File: src/usrt_pkg.sv
// constants shared by the serial transceiver datapath
package usrt_pkg;
    // oversampling and vote positions
    localparam logic [4:0] USRT_SPB_NORMAL = 5'h10;
    localparam logic [4:0] USRT_SPB_DOUBLE = 5'h08;
    localparam logic [4:0] USRT_VOTE_NORMAL = 5'h08;
    localparam logic [4:0] USRT_VOTE_DOUBLE = 5'h04;
    localparam logic [4:0] USRT_VOTE_SPAN = 5'h02;
    // frame shape
    localparam logic [3:0] USRT_MIN_BITS = 4'h5;
    localparam logic [3:0] USRT_SPI_BITS = 4'h8;
    localparam logic [3:0] USRT_START_STOP = 4'h2;
    localparam int USRT_FRAME_W = 13;
    localparam int USRT_ENTRY_W = 12;
    // parity field: bit 1 enables, bit 0 selects odd
    localparam logic [1:0] USRT_PAR_NONE = 2'h0;
    localparam logic [1:0] USRT_PAR_EVEN = 2'h2;
    localparam logic [1:0] USRT_PAR_ODD = 2'h3;
    // receive entry field positions
    localparam int USRT_E_NINTH = 8;
    localparam int USRT_E_FRAME_ERROR_FLAG = 9;
    localparam int USRT_E_PARITY_ERROR_FLAG = 10;
    localparam int USRT_E_OVF = 11;
    // reset values and default receive fifo depth
    localparam logic USRT_RST_LINE = 1'b1;
    localparam int USRT_RX_DEPTH = 2;
endpackage

File: src/usrt_datapath.sv
// transmit and receive datapath of the serial transceiver
`timescale 1ns/1ps
// Summary of operation
// - frame: low start, 5-9 data lsb first, optional parity, 1-2 high stops; idle high
// - even parity: parity bit one when data ones count is odd
// - odd parity: parity bit one when data ones count is even
// - spi mode: eight data bits, msb or lsb first by setting
// - spi mode: next frame may follow directly, else line idles high
// - enabled transmitter owns the output pin, driving the shift register bit
// - buffer moves to shifter when idle or right after last stop bit
// - transmit complete set when frame done and buffer empty
// - unused upper write bits ignored; ninth bit written before low byte
// - transmitter disable waits for empty shifter and buffer, then pin goes input
// - receiver samples bits after start up to first stop; second stop ignored
// - on first stop, character enters receive buffer and complete flag sets
// - unused upper read bits are zero; ninth bit read before low byte
// - error flags travel in fifo with character; reading data advances fifo
// - parity checker flags mismatch between computed and received parity
// - receiver disable is immediate, flushing buffer and current frame
// - receiver oversamples sixteen times, or eight in double speed
// - start accepted if two of samples 8-10 (4-6) are low
// - each data, parity and stop bit decided by three-sample majority
// - frame error when voted first stop bit is zero
// - next start edge detected right after first stop vote sample
module usrt_datapath
    import usrt_pkg::*;
#(
    parameter int RX_DEPTH = USRT_RX_DEPTH
) (
    // clock and reset
    input wire logic sys_clk_i,
    input wire logic rst_i,
    // configuration
    input wire logic tx_en_i,
    input wire logic rx_en_i,
    input wire logic [2:0] char_size_i,
    input wire logic [1:0] parity_mode_i,
    input wire logic two_stop_i,
    input wire logic spi_mode_i,
    input wire logic spi_msb_first_i,
    input wire logic dbl_speed_i,
    // oversample tick from the baud generator
    input wire logic sample_tick_i,
    // transmit side
    input wire logic [7:0] tx_data_i,
    input wire logic tx_ninth_bit_i,
    input wire logic tx_write_i,
    input wire logic tx_complete_clr_i,
    output logic data_empty_flag_o,
    output logic tx_complete_flag_o,
    // normal port control of the output pin
    input wire logic port_out_i,
    input wire logic port_dir_i,
    input wire logic port_dir_set_i,
    // serial pins
    output logic serial_out_o,
    output logic serial_out_oe_o,
    input wire logic serial_in_i,
    // receive side
    input wire logic rx_read_i,
    output logic [7:0] rx_data_o,
    output logic rx_ninth_bit_o,
    output logic rx_complete_flag_o,
    output logic frame_error_flag_o,
    output logic overflow_flag_o,
    output logic parity_error_flag_o
);

    localparam int CW = $clog2(RX_DEPTH + 1);

    if (RX_DEPTH < 1) begin : g_depth_check
        $error("usrt_datapath: RX_DEPTH must be at least one");
    end

    typedef enum logic [1:0] {
        USRT_IDLE,
        USRT_START,
        USRT_BITS
    } usrt_rx_e;

    typedef struct packed {
        logic tx_act;
        logic dir_in;
        logic txb_full;
        logic [8:0] txb_data;
        logic tx_busy;
        logic [USRT_FRAME_W-1:0] tx_sh;
        logic [3:0] tx_left;
        logic [4:0] tx_tick;
        logic txc;
        logic pin;
        logic oe;
        logic rx_s1;
        logic rx_s2;
        logic rx_prev;
        usrt_rx_e rx_st;
        logic [4:0] rx_smp;
        logic [1:0] rx_ones;
        logic [3:0] rx_idx;
        logic [8:0] rx_dat;
        logic rx_par;
        logic [CW-1:0] fcnt;
        logic [RX_DEPTH-1:0][USRT_ENTRY_W-1:0] fifo;
        logic rx_ready;
    } usrt_state_s;

    usrt_state_s s;
    usrt_state_s next_s;

    // keeps only the configured number of data bits
    function automatic logic [8:0] usrt_mask(input logic [3:0] nbits);
        logic [8:0] m;
        m = '0;
        for (int i = 0; i < 9; i++) begin
            if (4'(i) < nbits) begin
                m[i] = 1'b1;
            end
        end
        return m;
    endfunction

    always_comb begin
        logic [3:0] nb;
        logic [4:0] spb;
        logic [4:0] tspb;
        logic [4:0] vf;
        logic par_en;
        logic tx_end;
        logic [8:0] wd;
        logic [4:0] smp;
        logic maj;
        logic [USRT_ENTRY_W-1:0] ent;
        nb = USRT_MIN_BITS + {1'b0, char_size_i};
        spb = dbl_speed_i ? USRT_SPB_DOUBLE : USRT_SPB_NORMAL;
        vf = dbl_speed_i ? USRT_VOTE_DOUBLE : USRT_VOTE_NORMAL;
        tspb = spi_mode_i ? 5'h01 : spb;
        par_en = parity_mode_i[1];
        tx_end = 1'b0;
        wd = '0;
        smp = '0;
        maj = 1'b0;
        ent = '0;
        next_s = s;

        // transmitter enable and pin ownership
        if (tx_en_i) begin
            next_s.tx_act = 1'b1;
        end else if (!s.tx_busy && !s.txb_full) begin
            next_s.tx_act = 1'b0;
            if (s.tx_act) begin
                next_s.dir_in = 1'b1;
            end
        end
        if (port_dir_set_i) begin
            next_s.dir_in = 1'b0;
        end
        if (tx_complete_clr_i) begin
            next_s.txc = 1'b0;
        end
        // a write to a full buffer is dropped
        if (tx_write_i && tx_en_i && !s.txb_full) begin
            next_s.txb_full = 1'b1;
            next_s.txb_data = {tx_ninth_bit_i, tx_data_i};
        end

        // bit timing of the shifter
        if (s.tx_busy && sample_tick_i) begin
            if (s.tx_tick == tspb - 5'h01) begin
                next_s.tx_tick = '0;
                next_s.tx_sh = {USRT_RST_LINE, s.tx_sh[USRT_FRAME_W-1:1]};
                next_s.tx_left = s.tx_left - 4'h1;
                tx_end = (s.tx_left == 4'h1);
            end else begin
                next_s.tx_tick = s.tx_tick + 5'h01;
            end
        end

        if (s.txb_full && s.tx_act && (!s.tx_busy || tx_end)) begin
            next_s.tx_busy = 1'b1;
            next_s.txb_full = 1'b0;
            next_s.tx_tick = '0;
            next_s.tx_sh = '1;
            if (spi_mode_i) begin
                for (int i = 0; i < 8; i++) begin
                    next_s.tx_sh[i] = spi_msb_first_i ? s.txb_data[7-i] : s.txb_data[i];
                end
                next_s.tx_left = USRT_SPI_BITS;
            end else begin
                wd = s.txb_data & usrt_mask(nb);
                next_s.tx_sh[0] = 1'b0;
                for (int i = 0; i < 9; i++) begin
                    if (4'(i) < nb) begin
                        next_s.tx_sh[i+1] = wd[i];
                    end
                end
                if (par_en) begin
                    next_s.tx_sh[nb+4'h1] = (^wd) ^ parity_mode_i[0];
                end
                next_s.tx_left = USRT_START_STOP + nb + {3'h0, par_en} + {3'h0, two_stop_i};
            end
        end else if (tx_end) begin
            next_s.tx_busy = 1'b0;
            next_s.txc = 1'b1;
        end

        // pin drive follows the next state so pin and shifter stay aligned
        next_s.pin = next_s.tx_act ? (next_s.tx_busy ? next_s.tx_sh[0] : USRT_RST_LINE) : port_out_i;
        next_s.oe = next_s.tx_act | (port_dir_i & ~next_s.dir_in);

        // receive line synchroniser
        next_s.rx_s1 = serial_in_i;
        next_s.rx_s2 = s.rx_s1;

        // reading the data location pops the head entry
        if (rx_read_i && s.fcnt != '0) begin
            for (int i = 0; i < RX_DEPTH - 1; i++) begin
                next_s.fifo[i] = s.fifo[i+1];
            end
            next_s.fifo[RX_DEPTH-1] = '0;
            next_s.fcnt = s.fcnt - CW'(1);
        end

        if (!rx_en_i) begin
            next_s.rx_st = USRT_IDLE;
            next_s.fcnt = '0;
            // flushed entries must not linger on the head outputs
            next_s.fifo = '0;
            next_s.rx_prev = USRT_RST_LINE;
        end else if (sample_tick_i && !spi_mode_i) begin
            smp = (s.rx_smp == spb) ? 5'h01 : s.rx_smp + 5'h01;
            if (smp >= vf && smp <= vf + USRT_VOTE_SPAN) begin
                next_s.rx_ones = s.rx_ones + {1'b0, s.rx_s2};
            end
            maj = (3'(s.rx_ones) + 3'(s.rx_s2)) >= 3'h2;
            unique case (s.rx_st)
                USRT_IDLE: begin
                    next_s.rx_prev = s.rx_s2;
                    if (s.rx_prev && !s.rx_s2) begin
                        next_s.rx_st = USRT_START;
                        next_s.rx_smp = 5'h01;
                        next_s.rx_ones = '0;
                    end
                end
                USRT_START: begin
                    next_s.rx_smp = smp;
                    if (smp == vf + USRT_VOTE_SPAN) begin
                        next_s.rx_ones = '0;
                        if (!maj) begin
                            next_s.rx_st = USRT_BITS;
                            next_s.rx_idx = '0;
                            next_s.rx_dat = '0;
                        end else begin
                            next_s.rx_st = USRT_IDLE;
                            next_s.rx_prev = s.rx_s2;
                        end
                    end
                end
                USRT_BITS: begin
                    next_s.rx_smp = smp;
                    if (smp == vf + USRT_VOTE_SPAN) begin
                        next_s.rx_ones = '0;
                        next_s.rx_idx = s.rx_idx + 4'h1;
                        if (s.rx_idx < nb) begin
                            next_s.rx_dat[s.rx_idx] = maj;
                        end else if (s.rx_idx == nb && par_en) begin
                            next_s.rx_par = maj;
                        end else begin
                            // first stop voted: hunt for the next edge now
                            next_s.rx_st = USRT_IDLE;
                            next_s.rx_prev = maj;
                            ent[8:0] = s.rx_dat & usrt_mask(nb);
                            ent[USRT_E_FRAME_ERROR_FLAG] = ~maj;
                            ent[USRT_E_PARITY_ERROR_FLAG] = par_en & (s.rx_par != ((^s.rx_dat) ^ parity_mode_i[0]));
                            if (next_s.fcnt < CW'(RX_DEPTH)) begin
                                next_s.fifo[next_s.fcnt] = ent;
                                next_s.fcnt = next_s.fcnt + CW'(1);
                            end else begin
                                next_s.fifo[RX_DEPTH-1][USRT_E_OVF] = 1'b1;
                            end
                        end
                    end
                end
            endcase
        end
        next_s.rx_ready = (next_s.fcnt != '0);
    end

    always_ff @(posedge sys_clk_i or posedge rst_i) begin
        if (rst_i) begin
            s <= '0;
            s.tx_sh <= '1;
            s.pin <= USRT_RST_LINE;
            s.rx_s1 <= USRT_RST_LINE;
            s.rx_s2 <= USRT_RST_LINE;
            s.rx_prev <= USRT_RST_LINE;
            s.rx_st <= USRT_IDLE;
        end else begin
            s <= next_s;
        end
    end

    assign data_empty_flag_o = ~s.txb_full;
    assign tx_complete_flag_o = s.txc;
    assign serial_out_o = s.pin;
    assign serial_out_oe_o = s.oe;
    assign rx_data_o = s.fifo[0][7:0];
    assign rx_ninth_bit_o = s.fifo[0][USRT_E_NINTH];
    assign frame_error_flag_o = s.fifo[0][USRT_E_FRAME_ERROR_FLAG];
    assign parity_error_flag_o = s.fifo[0][USRT_E_PARITY_ERROR_FLAG];
    assign overflow_flag_o = s.fifo[0][USRT_E_OVF];
    assign rx_complete_flag_o = s.rx_ready;

endmodule

File: config.mk
export PLATFORM = sky130hd
export DESIGN_NAME = usrt_datapath
export DESIGN_NICKNAME = d
export VERILOG_FILES = /design/src/usrt_pkg.sv /design/src/usrt_datapath.sv
export SDC_FILE = /design/constraint.sdc
export NUM_CORES = 1
export LEC_CHECK = 0
export BUFFER_PORTS_ARGS = -buffer_cell sky130_fd_sc_hd__buf_2
export CORE_MARGIN = 2
export CORE_UTILIZATION = 50
export DETAILED_ROUTE_END_ITERATION = 8
export PLACE_DENSITY_LB_ADDON = 0.25
export SLEW_MARGIN = 30
export SYNTH_ARGS = -nofsm -noshare
export SYNTH_HDL_FRONTEND = slang
export SYNTH_SLANG_ARGS = --single-unit
File: constraint.sdc
create_clock -name sys_clk_i -period 2.6 [get_ports sys_clk_i]
set_input_delay 0.39 -clock sys_clk_i [delete_from_list [all_inputs] [get_ports sys_clk_i]]
set_output_delay 0.39 -clock sys_clk_i [all_outputs]
set_load 0.02 [all_outputs]
==> impl_metrics.env <==
export IMPL_status="complete, but fails checks"
export IMPL_violations="negative setup slack"
export IMPL_ios=47
export IMPL_min_from="serial_in_i"
export IMPL_clkSinkCount=91
export IMPL_pwr_share_clk_pct=28.0
export IMPL_cap_viol_max_count=0
export IMPL_crit_arrival_ps=3160
export IMPL_p_int_mw=3.46
export IMPL_synth_cells=651
export IMPL_cp_end_kind="flip-flop"
export IMPL_critical_path_max_stage_delay_ps=420
export IMPL_track_usage_pct=25.2
export IMPL_path_cells="inv_2 > ha_4 > nor2b_4 > o21a_1 > nor2_1 > ha_1 > and4_4 > o211ai_1 > a2111oi_2 > and3_1 > buf_12 > mux2i_1 > and2_1"
export IMPL_regToRegSetupSlack_ps=-260
export IMPL_initial_core_util_pct=51.7
export IMPL_hold_viol=0
export IMPL_synth_xor_area_share_pct=4.52
export IMPL_num_antenna_cells=0
export IMPL_nFillCells=887
export IMPL_whs_endpoint="next_s[51]"
export IMPL_hold_path_class="input pin to flip-flop"
export IMPL_grt_pass1_vias=5373
export IMPL_ys_seq_area_share_pct=38.8
export IMPL_dr_pass1_iters=6
export IMPL_dp_slack_ps=-298
export IMPL_grt_antenna_before_repair=0
export IMPL_switching_share_pct=34.3
export IMPL_synth_edff_count=0
export IMPL_core_area_mm2=0.0115
export IMPL_slew_violations=0
export IMPL_tritoncts="built"
export IMPL_dieArea_mm2=0.0127
export IMPL_drive_above_1_share_pct=31.2
export IMPL_drc=0
export IMPL_num_vias=5286
export IMPL_wl_per_cell_um=17.1
export IMPL_slowest_stage="dfrtp_1"
export IMPL_synth_avg_cell_area_um2=9.10
export IMPL_rsz0062_at_grt="true"
export IMPL_drt_iter0_markers=401
export IMPL_fp_dieH_um=113
export IMPL_synth_compound_area_share_pct=18.7
export IMPL_setup_violations=46
export IMPL_yosys_area_top_type="dfrtp_1"
export IMPL_slew_headroom_pct=53.1
export IMPL_synth_nets=713
export IMPL_synth_simple_area_share_pct=19.1
export IMPL_comb_power_share_pct=34.4
export IMPL_finalCritPeriodShare_pct=110
export IMPL_clk_path_buf_depth=2
export IMPL_required_ps=2900
export IMPL_multiInputGateArea_mm2=0.00360
export IMPL_cts_made_buffers=9
export IMPL_ys_types=69
export IMPL_finish_utilization_pct=65.1
export IMPL_clock_skew_ps=15.2
export IMPL_overflow=0
export IMPL_clk_pin_slew_ps=80
export IMPL_grt_max_degree=63
export IMPL_rr_startpoint="s[43]"
export IMPL_fmax_mhz=349
export IMPL_h_tree_depth=3
export IMPL_synth_area_mux_share_pct=7.14
export IMPL_synthFlopType="dfrtp_1"
export IMPL_ant_nets=0
export IMPL_num_rows=39
export IMPL_synthMostInstantiatedCell="nand2_1"
export IMPL_yosys_top_cells_area="dfrtp_1 (31%), dfstp_2 (7.5%), ha_1 (6.5%)"
export IMPL_worst_pin_slew_ps=703
export IMPL_yosysWarnings=0
export IMPL_portBuffers=46
export IMPL_setup_tns_ps=-7480
export IMPL_total_power_mw=5.26
export IMPL_powerDensity_mw_per_mm2=705
export IMPL_netlist_area_leader_share_pct=31.3
export IMPL_viasPerCell=5.81
export IMPL_finalCriticalPeriod_ps=2860
export IMPL_path_max_fanout=10
export IMPL_seq_power_share_pct=37.6
export IMPL_cts_hold_buf=0
export IMPL_ys_ff_latch=91
export IMPL_root_buffer="clkbuf_16"
export IMPL_setup_ws_ps=-264
export IMPL_final_nets=824
export IMPL_clk_insertion_delay_late_ps=360
export IMPL_area_growth_syn_to_layout_pct=26.0
export IMPL_leakagePower_nw=3.56
export IMPL_synth_commonest_cells="nand2_1 (94), dfrtp_1 (74), nor2_1 (50)"
export IMPL_postRouteWirelength_um=15500
export IMPL_die_w_um=113
export IMPL_gp_congestion=0.897
export IMPL_synthArstFlopShare_pct=100
export IMPL_synth_top_family_by_area="simple AND/OR/NAND/NOR gates"
export IMPL_grt_pass1_wl_um=25800
export IMPL_critPathLaunch="s[43]"
export IMPL_hold_depth=1
export IMPL_power_switching_mw=1.80
export IMPL_reg2reg_depth=13
export IMPL_dp_hpwl_um=10700
export IMPL_regArea_mm2=0.00230
export IMPL_ir_drop_mv=0.565
export IMPL_r2r_end="rx_data_o[7]"
export IMPL_synthAdderAreaFrac_pct=6.88
export IMPL_path_class="flip-flop to flip-flop"
export IMPL_start_kind="flip-flop"
export IMPL_syn_area_mm2=0.00592
[flip-flops by register name (all words and copies together) (netlist names)]
name / count
s: 74
serial_out_o: 1
rx_data_o: 8
parity_error_flag_o: 1
frame_error_flag_o: 1
tx_complete_flag_o: 1
rx_complete_flag_o: 1
next_s: 1
serial_out_oe_o: 1
overflow_flag_o: 1
rx_ninth_bit_o: 1
[how the worst max path moves through the flow]
stage              endpoint  slack, ps  depth (start not counted)
6_report       rx_data_o[7]       -260                         13
5_1_grt        rx_data_o[7]       -370                         13
4_1_cts               s[14]       -150                         12
3_5_place_dp          s[14]       -300                         11
3_3_place_gp   serial_out_o       -250                         10
2_1_floorplan         s[13]       -110                         13
[logic make-up (layout without fill, tap and decap cells)]
logic type / after synthesis / after routing
multiplexers: 40 / 40
AND/OR/NAND/NOR: 233 / 233
flip-flops: 91 / 91
AO/OA/AOI/OAI: 160 / 160
XOR/XNOR: 29 / 29
adder cells (fa/ha/maj): 32 / 32
buffers and inverters: 66 / 182
[metrics by stage]
stage / instance area [um2] / instances / hold slack (ps)
final: 7460 / 910 / 115
after global routing: 7460 / 910 / 112
after CTS: 7320 / 905 / 111
after detailed placement: 6760 / 877 / 347
after global placement: 6760 / 877 / 346
after floorplan: 5980 / 651 / 345
[area by class of cell]
class | instances | share of cell area, %
Multi-Input combinational cell | 494 | 48.3
Timing Repair Buffer | 134 | 12.5
Clock inverter | 6 | 1.27
Sequential cell | 91 | 30.8
Inverter | 32 | 1.66
Clock buffer | 10 | 3.07
Tap cell | 143 | 2.40
[cell usage in the layout, fill, tap and decap left out, types with 5 or more instances in the layout]
master / synthesis / final
a22o_1: 7 / 7
nand3_1: 13 / 12
inv_1: 31 / 28
o2bb2ai_2: 0 / 7
dfrtp_1: 74 / 74
a211o_1: 5 / 5
a31o_2: 7 / 7
nor3_1: 8 / 6
a31oi_1: 10 / 9
nor2b_1: 8 / 5
nor3b_1: 5 / 5
buf_2: 3 / 46
buf_4: 10 / 81
o21ai_1: 6 / 9
nand2_1: 94 / 93
or3_1: 7 / 5
xnor2_1: 18 / 17
mux2i_1: 22 / 22
o21a_1: 13 / 13
ha_1: 31 / 29
mux2_2: 18 / 18
nor2_1: 50 / 47
o21ai_0: 25 / 21
a21oi_1: 34 / 34
dfstp_2: 17 / 17
clkbuf_16: 0 / 9
and2_1: 5 / 5
xor2_1: 10 / 10
a22oi_1: 8 / 8
and3_1: 15 / 11
buf_6: 0 / 5
nand2b_1: 7 / 6
[what timing repair did]
action	in CTS	in global routing
gates cloned	1	0
pin swaps	10	8
resized for setup	31	24
buffers inserted	11	5
setup endpoints to repair	46	49
[worst max-delay path: cells and delay by family (launching register included)]
kind | cells | cell delay [ps]
AOI/OAI and AO/OA | 3 | 640
muxes | 1 | 160
and+or+nand+nor | 5 | 850
adders and majority gates | 2 | 460
buffers and inverters | 2 | 240
DFF | 1 | 420
[power groups by stage]
stage / clock [mW] / combinational, mW / sequential [mW]
3_3_place_gp: 0 / 1.65 / 1.98
5_1_grt: 1.53 / 1.98 / 2.01
4_1_cts: 1.49 / 1.76 / 1.97
3_5_place_dp: 0 / 1.69 / 1.99
6_report: 1.47 / 1.81 / 1.98
2_1_floorplan: 0 / 1.17 / 1.92
[layer usage]
| layer | vias up | routed length (um) | share of wire (%) | global-route usage (%) |
|---|---|---|---|---|
| met1 | 2584 | 6970 | 45 | 33.3 |
| li1 | 2538 | - | - | - |
| met3 | 22 | 575 | 3.7 | 3.86 |
| met2 | 142 | 7660 | 49 | 41.6 |
| met4 | 0 | 327 | 2.1 | 10.2 |
| met5 | - | 0 | 0 | 0 |
Power figures use the tool's default switching activity.
